[config.mk]
export PLATFORM = sky130hd
export DESIGN_NAME = pfs_sequencer
export DESIGN_NICKNAME = d
export VERILOG_FILES = /design/src/hdl/pfs_pkg.sv /design/src/hdl/pfs_cycle_timer.sv /design/src/hdl/pfs_target_calc.sv /design/src/hdl/pfs_sequencer.sv
export SDC_FILE = /design/constraint.sdc
export NUM_CORES = 1
export LEC_CHECK = 0
export ABC_CLOCK_PERIOD_IN_PS = 4800
export BUFFER_PORTS_ARGS = -buffer_cell sky130_fd_sc_hd__buf_2
export CAP_MARGIN = 5
export CORE_MARGIN = 1
export CORE_UTILIZATION = 50
export CTS_CLUSTER_DIAMETER = 150
export DETAILED_ROUTE_END_ITERATION = 8
export GPL_TIMING_DRIVEN = 1
export PLACE_DENSITY = 0.67
export SLEW_MARGIN = 20
export SYNTH_ARGS = -nofsm -noshare
export SYNTH_HDL_FRONTEND = slang
export SYNTH_SLANG_ARGS = --single-unit
[constraint.sdc]
create_clock -name clk_sys -period 4.8 [get_ports clk_sys]
set_clock_uncertainty 0.15 [all_clocks]
set_input_delay 0.24 -clock clk_sys [delete_from_list [all_inputs] [get_ports clk_sys]]
set_output_delay 0.24 -clock clk_sys [all_outputs]
set_load 0.1 [all_outputs]
[src/hdl/pfs_pkg.sv]
`default_nettype none
package pfs_pkg;
   localparam int unsigned CLK_PER_CYCLE = 4;
   localparam logic [1:0]  PHASE_LAST    = 2'(CLK_PER_CYCLE - 1);
   localparam logic [15:0] PC_RESET      = 16'h0000;
   localparam logic [7:0]  SP_RESET      = 8'h00;
   localparam int unsigned PAGE_BITS     = 11;
   localparam logic [15:0] DISP_POS_MAX  = 16'h007f;
   localparam logic [15:0] DISP_NEG_MIN  = 16'hff80;

   // opcode encodings
   localparam logic [7:0]  OP_BIT_JUMP   = 8'h10;
   localparam logic [7:0]  OP_LONG_JUMP  = 8'h02;
   localparam logic [7:0]  OP_LONG_CALL  = 8'h03;
   localparam logic [7:0]  OP_SHORT_JUMP = 8'h04;
   localparam logic [7:0]  OP_SUB_EXIT   = 8'h05;
   localparam logic [7:0]  OP_INT_EXIT   = 8'h06;
   localparam logic [7:0]  OP_SLOW_MUL   = 8'h07;
   localparam logic [7:0]  OP_SLOW_DIV   = 8'h08;
   localparam logic [4:0]  OP_PAGE_LOW   = 5'h11;

   // byte lengths and instruction cycles minus one
   localparam logic [1:0]  LEN_ONE       = 2'h1;
   localparam logic [1:0]  LEN_TWO       = 2'h2;
   localparam logic [1:0]  LEN_THREE     = 2'h3;
   localparam logic [1:0]  CYC_ONE       = 2'h0;
   localparam logic [1:0]  CYC_TWO       = 2'h1;
   localparam logic [1:0]  CYC_FOUR      = 2'h3;

   typedef enum logic [3:0] {
      K_PLAIN,
      K_BIT,
      K_LONG,
      K_CALL,
      K_SHORT,
      K_PAGE,
      K_EXIT,
      K_IEXIT,
      K_SLOW
   } pfs_kind_t;

   function automatic pfs_kind_t pfs_decode(input logic [7:0] op);
      pfs_decode = K_PLAIN;
      if (op[4:0] == OP_PAGE_LOW)
         pfs_decode = K_PAGE;
      else if (op == OP_BIT_JUMP)
         pfs_decode = K_BIT;
      else if (op == OP_LONG_JUMP)
         pfs_decode = K_LONG;
      else if (op == OP_LONG_CALL)
         pfs_decode = K_CALL;
      else if (op == OP_SHORT_JUMP)
         pfs_decode = K_SHORT;
      else if (op == OP_SUB_EXIT)
         pfs_decode = K_EXIT;
      else if (op == OP_INT_EXIT)
         pfs_decode = K_IEXIT;
      else if (op == OP_SLOW_MUL || op == OP_SLOW_DIV)
         pfs_decode = K_SLOW;
   endfunction : pfs_decode

   function automatic logic [1:0] pfs_len(input pfs_kind_t k);
      unique case (k)
         K_BIT, K_LONG, K_CALL: pfs_len = LEN_THREE;
         K_SHORT, K_PAGE:       pfs_len = LEN_TWO;
         default:               pfs_len = LEN_ONE;
      endcase
   endfunction : pfs_len

   function automatic logic [1:0] pfs_cycles(input pfs_kind_t k);
      unique case (k)
         K_PLAIN: pfs_cycles = CYC_ONE;
         K_SLOW:  pfs_cycles = CYC_FOUR;
         default: pfs_cycles = CYC_TWO;
      endcase
   endfunction : pfs_cycles
endpackage : pfs_pkg
`default_nettype wire

[src/hdl/pfs_cycle_timer.sv]
`timescale 1ns/100ps
`default_nettype none
module pfs_cycle_timer (
   input  wire logic       clk_sys,
   input  wire logic       rst_b,
   input  wire logic [1:0] cycles_m1,
   output logic      [1:0] phase,
   output logic            done
);
   logic [1:0] phase_q;
   logic [1:0] elapsed_q;

   assign phase = phase_q;
   assign done  = (phase_q == pfs_pkg::PHASE_LAST) && (elapsed_q == cycles_m1);

   // four clocks per instruction cycle, fixed
   always_ff @(posedge clk_sys or negedge rst_b)
   begin
      if (!rst_b)
         phase_q <= 2'h0;
      else
         phase_q <= phase_q + 2'h1;
   end

   always_ff @(posedge clk_sys or negedge rst_b)
   begin
      if (!rst_b)
         elapsed_q <= 2'h0;
      else if (done)
         elapsed_q <= 2'h0;
      else if (phase_q == pfs_pkg::PHASE_LAST)
         elapsed_q <= elapsed_q + 2'h1;
   end
endmodule : pfs_cycle_timer
`default_nettype wire

[src/hdl/pfs_target_calc.sv]
`timescale 1ns/100ps
`default_nettype none
module pfs_target_calc (
   input  wire logic [15:0] next_pc,
   input  wire logic [2:0]  page_hi,
   input  wire logic [7:0]  byte_now,
   input  wire logic [7:0]  byte_prev,
   output logic      [15:0] rel_target,
   output logic      [15:0] page_target,
   output logic      [15:0] long_target
);
   // signed displacement from the following instruction
   assign rel_target  = next_pc + {{8{byte_now[7]}}, byte_now};
   assign page_target = {next_pc[15:pfs_pkg::PAGE_BITS], page_hi, byte_now};
   assign long_target = {byte_prev, byte_now};
endmodule : pfs_target_calc
`default_nettype wire

[src/hdl/pfs_sequencer.sv]
`timescale 1ns/100ps
`default_nettype none
module pfs_sequencer (
   input  wire logic        clk_sys,
   input  wire logic        rst_b,
   input  wire logic [7:0]  code_data,
   input  wire logic [7:0]  stack_rdata,
   input  wire logic        bit_value,
   input  wire logic        irq_req,
   input  wire logic        irq_enable,
   input  wire logic [15:0] irq_vector,
   output logic      [15:0] program_counter,
   output logic      [15:0] code_addr,
   output logic             code_rd,
   output logic      [7:0]  stack_addr,
   output logic      [7:0]  stack_wdata,
   output logic             stack_wr,
   output logic             stack_rd,
   output logic      [7:0]  bit_addr,
   output logic             bit_rd,
   output logic             irq_ack,
   output logic             in_service
);
   typedef enum logic [3:0] {
      S_FETCH,
      S_OP,
      S_B2,
      S_B3,
      S_IRQ,
      S_PUSH_LO,
      S_PUSH_HI,
      S_POP_HI,
      S_POP_LO,
      S_WAIT
   } pfs_state_t;

   pfs_state_t        state_q;
   pfs_pkg::pfs_kind_t kind_q;
   pfs_pkg::pfs_kind_t kind_d;
   logic [15:0]       pc_q;
   logic [15:0]       new_pc_q;
   logic [15:0]       push_val_q;
   logic [15:0]       next_pc;
   logic [15:0]       rel_target;
   logic [15:0]       page_target;
   logic [15:0]       long_target;
   logic [7:0]        op_q;
   logic [7:0]        byte2_q;
   logic [7:0]        hi_q;
   logic [7:0]        sp_q;
   logic [1:0]        cycles_m1;
   logic [1:0]        phase;
   logic              done;
   logic              irq_run_q;
   logic              in_service_q;
   logic              irq_take;
   logic [15:0]       code_addr_q;
   logic              code_rd_q;
   logic [7:0]        stack_addr_q;
   logic [7:0]        stack_wdata_q;
   logic              stack_wr_q;
   logic              stack_rd_q;
   logic [7:0]        bit_addr_q;
   logic              bit_rd_q;
   logic              irq_ack_q;

   assign kind_q   = pfs_pkg::pfs_decode(op_q);
   assign kind_d   = pfs_pkg::pfs_decode(code_data);
   assign next_pc  = pc_q + {14'h0000, pfs_pkg::pfs_len(kind_q)};
   assign irq_take = irq_req && irq_enable && !in_service_q;
   assign cycles_m1 = irq_run_q ? pfs_pkg::CYC_TWO
                                : pfs_pkg::pfs_cycles(kind_q);

   assign program_counter = pc_q;
   assign code_addr       = code_addr_q;
   assign code_rd         = code_rd_q;
   assign stack_addr      = stack_addr_q;
   assign stack_wdata     = stack_wdata_q;
   assign stack_wr        = stack_wr_q;
   assign stack_rd        = stack_rd_q;
   assign bit_addr        = bit_addr_q;
   assign bit_rd          = bit_rd_q;
   assign irq_ack         = irq_ack_q;
   assign in_service      = in_service_q;

   pfs_cycle_timer u_timer (
      .clk_sys   (clk_sys),
      .rst_b     (rst_b),
      .cycles_m1 (cycles_m1),
      .phase     (phase),
      .done      (done)
   );

   pfs_target_calc u_target (
      .next_pc     (next_pc),
      .page_hi     (op_q[7:5]),
      .byte_now    (code_data),
      .byte_prev   (byte2_q),
      .rel_target  (rel_target),
      .page_target (page_target),
      .long_target (long_target)
   );

   always_ff @(posedge clk_sys or negedge rst_b)
   begin
      if (!rst_b)
         state_q <= S_FETCH;
      else
      begin
         unique case (state_q)
            S_FETCH:   state_q <= S_OP;
            S_OP:
               if (kind_d == pfs_pkg::K_PLAIN || kind_d == pfs_pkg::K_SLOW)
                  state_q <= S_WAIT;
               else if (kind_d == pfs_pkg::K_EXIT ||
                        kind_d == pfs_pkg::K_IEXIT)
                  state_q <= S_POP_HI;
               else
                  state_q <= S_B2;
            S_B2:
               if (kind_q == pfs_pkg::K_SHORT || kind_q == pfs_pkg::K_PAGE)
                  state_q <= S_WAIT;
               else
                  state_q <= S_B3;
            S_B3:
               state_q <= (kind_q == pfs_pkg::K_CALL) ? S_PUSH_LO : S_WAIT;
            S_IRQ:     state_q <= S_PUSH_LO;
            S_PUSH_LO: state_q <= S_PUSH_HI;
            S_PUSH_HI: state_q <= S_WAIT;
            S_POP_HI:  state_q <= S_POP_LO;
            S_POP_LO:  state_q <= S_WAIT;
            S_WAIT:
               if (done)
                  state_q <= irq_take ? S_IRQ : S_FETCH;
         endcase
      end
   end

   // instruction bytes and target selection
   always_ff @(posedge clk_sys or negedge rst_b)
   begin
      if (!rst_b)
      begin
         op_q     <= 8'h00;
         byte2_q  <= 8'h00;
         new_pc_q <= pfs_pkg::PC_RESET;
      end
      else
      begin
         unique case (state_q)
            S_OP:
            begin
               op_q     <= code_data;
               new_pc_q <= pc_q + {14'h0000, pfs_pkg::pfs_len(kind_d)};
            end
            S_B2:
            begin
               byte2_q <= code_data;
               if (kind_q == pfs_pkg::K_SHORT)
                  new_pc_q <= rel_target;
               else if (kind_q == pfs_pkg::K_PAGE)
                  new_pc_q <= page_target;
            end
            S_B3:
               if (kind_q == pfs_pkg::K_LONG || kind_q == pfs_pkg::K_CALL)
                  new_pc_q <= long_target;
               else if (kind_q == pfs_pkg::K_BIT && bit_value)
                  new_pc_q <= rel_target;
            S_IRQ:     new_pc_q <= irq_vector;
            S_POP_LO:  new_pc_q <= {hi_q, stack_rdata};
            default:   new_pc_q <= new_pc_q;
         endcase
      end
   end

   // counter commits only at the end of the last instruction cycle
   always_ff @(posedge clk_sys or negedge rst_b)
   begin
      if (!rst_b)
         pc_q <= pfs_pkg::PC_RESET;
      else if (done)
         pc_q <= new_pc_q;
   end

   // code fetch, one byte per clock
   always_ff @(posedge clk_sys or negedge rst_b)
   begin
      if (!rst_b)
      begin
         code_rd_q   <= 1'b0;
         code_addr_q <= pfs_pkg::PC_RESET;
      end
      else
      begin
         code_rd_q <= 1'b0;
         if (state_q == S_FETCH)
         begin
            code_rd_q   <= 1'b1;
            code_addr_q <= pc_q;
         end
         else if (state_q == S_OP && pfs_pkg::pfs_len(kind_d) != pfs_pkg::LEN_ONE)
         begin
            code_rd_q   <= 1'b1;
            code_addr_q <= pc_q + 16'h0001;
         end
         else if (state_q == S_B2 && pfs_pkg::pfs_len(kind_q) == pfs_pkg::LEN_THREE)
         begin
            code_rd_q   <= 1'b1;
            code_addr_q <= pc_q + 16'h0002;
         end
      end
   end

   always_ff @(posedge clk_sys or negedge rst_b)
   begin
      if (!rst_b)
      begin
         bit_rd_q   <= 1'b0;
         bit_addr_q <= 8'h00;
      end
      else
      begin
         bit_rd_q <= (state_q == S_B2) && (kind_q == pfs_pkg::K_BIT);
         if (state_q == S_B2 && kind_q == pfs_pkg::K_BIT)
            bit_addr_q <= code_data;
      end
   end

   // stack: push low then high, pop high then low
   always_ff @(posedge clk_sys or negedge rst_b)
   begin
      if (!rst_b)
      begin
         sp_q          <= pfs_pkg::SP_RESET;
         stack_wr_q    <= 1'b0;
         stack_rd_q    <= 1'b0;
         stack_addr_q  <= 8'h00;
         stack_wdata_q <= 8'h00;
         hi_q          <= 8'h00;
         push_val_q    <= pfs_pkg::PC_RESET;
      end
      else
      begin
         stack_wr_q <= 1'b0;
         stack_rd_q <= 1'b0;
         unique case (state_q)
            S_OP:
               if (kind_d == pfs_pkg::K_EXIT || kind_d == pfs_pkg::K_IEXIT)
               begin
                  stack_rd_q   <= 1'b1;
                  stack_addr_q <= sp_q;
               end
            S_B3:      push_val_q <= next_pc;
            S_IRQ:     push_val_q <= pc_q;
            S_PUSH_LO:
            begin
               stack_wr_q    <= 1'b1;
               stack_addr_q  <= sp_q + 8'h01;
               stack_wdata_q <= push_val_q[7:0];
               sp_q          <= sp_q + 8'h01;
            end
            S_PUSH_HI:
            begin
               stack_wr_q    <= 1'b1;
               stack_addr_q  <= sp_q + 8'h01;
               stack_wdata_q <= push_val_q[15:8];
               sp_q          <= sp_q + 8'h01;
            end
            S_POP_HI:
            begin
               hi_q         <= stack_rdata;
               stack_rd_q   <= 1'b1;
               stack_addr_q <= sp_q - 8'h01;
            end
            S_POP_LO:  sp_q <= sp_q - 8'h02;
            default:   sp_q <= sp_q;
         endcase
      end
   end

   // interrupt entry and in-service tracking
   always_ff @(posedge clk_sys or negedge rst_b)
   begin
      if (!rst_b)
      begin
         irq_run_q    <= 1'b0;
         irq_ack_q    <= 1'b0;
         in_service_q <= 1'b0;
      end
      else
      begin
         irq_ack_q <= (state_q == S_IRQ);
         if (state_q == S_IRQ)
         begin
            irq_run_q    <= 1'b1;
            in_service_q <= 1'b1;
         end
         else if (state_q == S_FETCH)
            irq_run_q <= 1'b0;
         if (state_q == S_POP_LO && kind_q == pfs_pkg::K_IEXIT)
            in_service_q <= 1'b0;
      end
   end
endmodule : pfs_sequencer
`default_nettype wire

Word-level counts from Yosys, hierarchy flattened

Cells that the tools add are included.

Add/subtract/negate cells: 10
Eq/ne operators: 50
Mux-type cells: 56
Reduce and logical (&&, ||, !) cells: 35

Operator list:

| cell                  | number |
|---|---|
| $mux 16               | 7 |
| $mux 4                | 20 |
| $pmux 16 s5           | 1 |
| $eq 8x3->1 const B    | 8 |
| $eq 4x3->1 const B    | 11 |
| $pmux 4 s9            | 1 |
| $add 16x2->16         | 2 |
| $eq 8x2->1 const B    | 4 |
| $pmux 16 s2           | 1 |
| $pmux 8 s2            | 2 |
| $eq 4x2->1 const B    | 6 |
| $pmux 8 s3            | 1 |
| $add 16x1->16 const B | 1 |
| $add 16x16->16        | 1 |
| $add 16x2->16 const B | 1 |
| $eq 4x4->1 const B    | 4 |
| $eq 8x4->1 const B    | 2 |
| $eq 8x5->1 const B    | 2 |
| $mux 2                | 7 |
| $eq 4x1->1 const B    | 3 |
| $logic_not 4->1       | 3 |
| $pmux 2 s2            | 3 |
| $reduce_bool 2->1     | 6 |
| $eq 5x5->1 const B    | 2 |
| other kinds (22)      | 52 |

Register bits: 135
Output and inout bits: 62
Logic and storage cells: 172

Logic depth before layout (Yosys ltp)

Depth after elaboration: 23
Gate-level depth with buffers: 18
Mapped depth without buffers: 16

Cells and area by module

Synthesis repeated with hierarchy kept, for this count alone.

Cells, all modules: 1057
Area total of the unflattened synthesis: 9313.9 µm²

Modules (own cells, without submodules):

| module          | times used | cells each | area each (µm²) | seq. area each (µm²) |
|---|---|---|---|---|
| pfs_sequencer   | 1          | 900        | 8095.3          | 3278.1 |
| pfs_target_calc | 1          | 141        | 1033.5          | 0.0 |
| pfs_cycle_timer | 1          | 16         | 185.2           | 100.1 |

Worst setup path after synthesis

Ideal clock, no wire load.

Path kind: register -> register
Start point: reg op_q[0]
End point: reg new_pc_q[15]
Library setup time: 0.087 ns
Data arrival time: 4.161 ns
Required time: 4.563 ns
Setup slack: 0.403 ns
Cell stages (with the launch flop): 18
Buffers on the path: 1
Cell sequence: dfrtp_1 buf_2 nor4b_1 a32oi_1 o31ai_1 inv_1 fa_1 and3b_1 nand3_1 nor2_1 xor2_1 ha_1 a2111oi_0 o21a_1 or3_1 a21oi_1 o32a_1 o211ai_1

Longest elaborated chain between the ends: 18
Elaborated cells on any way between the ends: 38

Ends and longest elaborated chain:

| what                                               | line                                | source |
|---|---|---|
| start, declared                                    | pfs_sequencer.sv:47                 | `logic [7:0] op_q;` |
| start signal, assigned                             | pfs_sequencer.sv:153                | `op_q <= code_data;` |
| $eq 8x3->1 or $eq 8x4->1 (tied branches)           | pfs_pkg.sv:58                       | `else if (op == OP_SLOW_MUL \|\| op == OP_SLOW_DIV)` |
| $logic_or 1x1->1                                   | pfs_pkg.sv:58                       |  |
| $mux 4                                             | pfs_pkg.sv:58                       |  |
| $mux 4                                             | pfs_pkg.sv:56                       | `else if (op == OP_INT_EXIT)` |
| $mux 4                                             | pfs_pkg.sv:54                       | `else if (op == OP_SUB_EXIT)` |
| $mux 4                                             | pfs_pkg.sv:52                       | `else if (op == OP_SHORT_JUMP)` |
| $mux 4                                             | pfs_pkg.sv:50                       | `else if (op == OP_LONG_CALL)` |
| $mux 4                                             | pfs_pkg.sv:48                       | `else if (op == OP_LONG_JUMP)` |
| (+2 left out)                                      | --                                  |  |
| $eq 4x2->1, or another cell as far along           | pfs_pkg.sv:63, pfs_sequencer.sv:165 |  |
| $reduce_or 3->1 or $reduce_or 2->1 (tied branches) | pfs_pkg.sv:63                       | `unique case (k)` |
| $pmux 2 s2                                         | pfs_pkg.sv:63                       |  |
| $add 16x2->16                                      | pfs_sequencer.sv:69                 | `assign next_pc = pc_q + {14'h0000, pfs_pkg::pfs_len(kind_q)};` |
| $add 16x16->16                                     | pfs_target_calc.sv:13               | `assign rel_target = next_pc + {{8{byte_now[7]}}, byte_now};` |
| $mux 16                                            | pfs_sequencer.sv:167                | `else if (kind_q == pfs_pkg::K_BIT && bit_value)` |
| $mux 16                                            | pfs_sequencer.sv:165                | `if (kind_q == pfs_pkg::K_LONG \|\| kind_q == pfs_pkg::K_CALL)` |
| $pmux 16 s5                                        | pfs_sequencer.sv:150                | `unique case (state_q)` |
| end signal, assigned                               | pfs_sequencer.sv:166                | `new_pc_q <= long_target;` |
| end signal, assigned                               | pfs_sequencer.sv:168                | `new_pc_q <= rel_target;` |
| end signal, assigned                               | pfs_sequencer.sv:169                | `S_IRQ: new_pc_q <= irq_vector;` |
| end, declared                                      | pfs_sequencer.sv:41                 | `logic [15:0] new_pc_q;` |

Every way passes the cells marked *; elsewhere a longest branch is shown, timed or not. The select of a mux whose other input is x is not followed.
A chain may end at the register's enable or synchronous reset.

Final worst setup path

Start point: reg op_q[6]
End point: reg new_pc_q[14]

Longest elaborated chain between the ends: 18
Elaborated cells on any way between the ends: 37

Ends and longest elaborated chain:

| what                                               | line |
|---|---|
| $eq 8x3->1 or $eq 8x4->1 (tied branches)           | pfs_pkg.sv:58 |
| $logic_or 1x1->1                                   | pfs_pkg.sv:58 |
| $mux 4                                             | pfs_pkg.sv:58 |
| $mux 4                                             | pfs_pkg.sv:56 |
| $mux 4                                             | pfs_pkg.sv:54 |
| $mux 4                                             | pfs_pkg.sv:52 |
| $mux 4                                             | pfs_pkg.sv:50 |
| $mux 4                                             | pfs_pkg.sv:48 |
| (+2 left out)                                      | -- |
| $eq 4x2->1, or another cell as far along           | pfs_pkg.sv:63, pfs_sequencer.sv:165 |
| $reduce_or 3->1 or $reduce_or 2->1 (tied branches) | pfs_pkg.sv:63 |
| $pmux 2 s2                                         | pfs_pkg.sv:63 |
| $add 16x2->16                                      | pfs_sequencer.sv:69 |
| $add 16x16->16                                     | pfs_target_calc.sv:13 |
| $mux 16                                            | pfs_sequencer.sv:167 |
| $mux 16                                            | pfs_sequencer.sv:165 |
| $pmux 16 s5                                        | pfs_sequencer.sv:150 |

Marked as above.

==> metrics.txt <==
Hold Crit Class primary input to flop; Net Count, Synth 1084; most frequent cells in the layout dfrtp_1 (135), nand2_1 (119), buf_2 (97), nor2_1 (80), a21oi_1 (62); Cell Area, Placed 9770 um^2; Hold Path Cell Cnt 3; crit path cell chain or3_1 -> o31ai_2 -> ha_1 -> a21oi_1 -> or2_2 -> nor2_1 -> xor2_1 -> ha_1 -> a21o_1 -> or3_1 -> o21a_1 -> a211o_1 -> o2111a_1 -> o32a_1; vias per std cell 6.17; Setup violations, final 0; setup TNS 0 ns; final wirelength 27600 um; Port-buffer cells 98; slowest cell on the critical path dfrtp_1; Core Box Area 17500 um^2; post-detailed-route DRC marker count 0; Worst EP arrival 4.64 ns; worst path bufs/invs 0; design area 10500 um^2; Clock Tree Buf Depth 2; final hold violation count 0; commonest non-fill, non-tap cell in the layout dfrtp_1; PwrDens 794 nW/um^2; clock tree from TritonCTS yes; Max VDD drop 0.638 mV; Initial Utilization 51.6%; total CTS buffers 17; Period minus WS final 4.47 ns; Via Count 8314; ys async rst share 100%; share of cells above drive strength 1 20.3%; area delta synth->final 16.6%; WP depth 14; largest net degree at the start of global routing 101; ys flop type dfrtp_1; Die ar. 18600 um^2; Routability Congestion 0.918; Routed Antenna Nets 0; CP endpoint kind flop; Clock Latency Late Sink 0.43 ns; synth top area cells dfrtp_1 (37%), nand2_1 (5.0%), ha_1 (4.2%), a21oi_1 (3.4%), xnor2_1 (3.4%); clk sink count 135; worst-margin pin slew 0.960 ns; Iteration-0 DRC Markers 653; Clock transition at path regs 0.07 ns; Row Count 48; flops & latches, synth 135; Synth area leader dfrtp_1; Fmax 0.224 GHz; unrepaired setup endpoints after global routing no; die height 136 um; synthesized area per cell 8.89 um^2; die width 136 um; WL per Instance 20.5 um; Synth Warn # 0; Cells after Synth 1014; critical path required time 4.97 ns; H-Tree Depth 4; postcts setup bufs 0; FF-to-FF path depth 14; Synth cell types 87; IO Pins 99; Final Max Slew Viols 0; DRT Pass-1 Iters 6; vias in the first global route 7743; total grt overflow 0; Cell Area, Synth 9010 um^2; nets 1179; LEAKAGE 4.64 nW; CP max stage delay 0.43 ns; first-pass GRT wire length 43500 um; CTS root buffer clkbuf_16; initial antenna violation count 0; Tcrit/Tclk final 93.1%; Max-Cap Viols 0; Rel. slew slack 35.4%; sequential fraction of the synthesis area 37.5%; ANT cells 0; Crit Path Class flop to flop; worst-path fanout max 6; Post-synth EDFFs 0; GRT Overall Usage 31.2%; family with the most delay on the worst path compound AO/OA/AOI/OAI gates; run status completed; Final HPWL DP 19800 um; area fraction of the dominant cell type after synthesis 37.5%; CP Launch Type flop
==> per-layer routing <==
metal | track usage [%] | vias up | share of wire, %
met3 | 6.00 | 47 | 7.5
li1 | - | 3927 | -
met5 | 0 | - | 0
met4 | 9.75 | 0 | 2.2
met1 | 44.9 | 3983 | 46
met2 | 47.0 | 357 | 45
==> worst paths after layout <==
kind                                       startpoint  slack (ns)                          to
hold reg to reg            u_timer.phase[0]$_DFF_PN0_        0.28  u_timer.phase[0]$_DFF_PN0_
setup / recovery                  op_q[6]$_DFFE_PN0P_        0.33    new_pc_q[14]$_DFFE_PN0P_
hold / removal                           code_data[0]        0.01      byte2_q[0]$_DFFE_PN0P_
max in group asynchronous                       rst_b        3.16    code_addr[0]$_DFFE_PN0P_
setup reg to reg                  op_q[6]$_DFFE_PN0P_        0.33    new_pc_q[14]$_DFFE_PN0P_
min in group asynchronous                       rst_b        0.32   stack_addr[6]$_DFFE_PN0P_
==> tightest hold or removal path, stage by stage <==
cell     delay [ns]
buf_2          0.19
nand2_1        0.08
nand2_1        0.04
==> cell usage after synthesis (all sizes together) (12+ instances only) <==
master and count:
dfrtp 135, clkbuf 48, inv 25, o31ai 16, a221oi 13, a21oi 64, a221o 16, and3 12
o22ai 15, ha 30, o21ai 58, nor4 16, nand4 12, nand2 120, nor2 80, nor3 25
nand3 24, xnor2 35, mux2 36, xor2 21, a22oi 15, nand2b 16, buf 20
==> cell type report <==
class	count	area [um^2]
Clock buffer	17	425
Clock inverter	15	161
Fill cell	1599	6970
Inverter	26	97.6
Multi-Input combinational cell	785	5290
Sequential cell	135	3380
Tap cell	225	282
Timing Repair Buffer	144	872
==> power breakdown <==
part | internal [mW] | switching (mW)
combinational | 1.51 | 3.34
sequential | 1.60 | 0.577
clock | 0.734 | 0.579
total | 3.84 | 4.50
==> timing repair <==
item,4_1_cts,5_1_grt
hold buffers,12,0
gates resized for setup,0,3
setup endpoints to repair,0,4
hold endpoints to repair,110,0
==> registers in the layout, indices dropped and copies added, names as in the netlist, 2 cells and up <==
register	cells
sp_q	8
u_timer.elapsed_q	2
bit_addr	8
new_pc_q	16
stack_wdata	8
op_q	8
program_counter	16
u_timer.phase	2
byte2_q	8
push_val_q	16
stack_addr	8
hi_q	8
code_addr	16
state_q	4
==> kinds of logic after synthesis <==
| logic type | share of synthesized area (%) |
|---|---|
| and+or+nand+nor | 20.5 |
| adders and majority gates | 4.83 |
| xor gates and xnor gates | 5.44 |
| buffers and inverters | 4.26 |
| AOI/OAI and AO/OA | 21.6 |
| DFF | 37.5 |
| muxes | 5.91 |
==> stage by stage <==
stage	total power, mW	instances	worst slack, ns	utilization (%)	hold slack, ns
final	8.34	1347	0.331	60.1	0.0118
after detailed placement	6.95	1303	0.256	55.9	0.273
after global routing	8.85	1347	0.0491	60.1	0.0377
after floorplan	5.80	1014	0.403	-	-0.206
after global placement	6.92	1303	0.352	55.9	0.263
after CTS	8.30	1347	0.254	60.0	0.00534
Power figures use the tool's default switching activity.
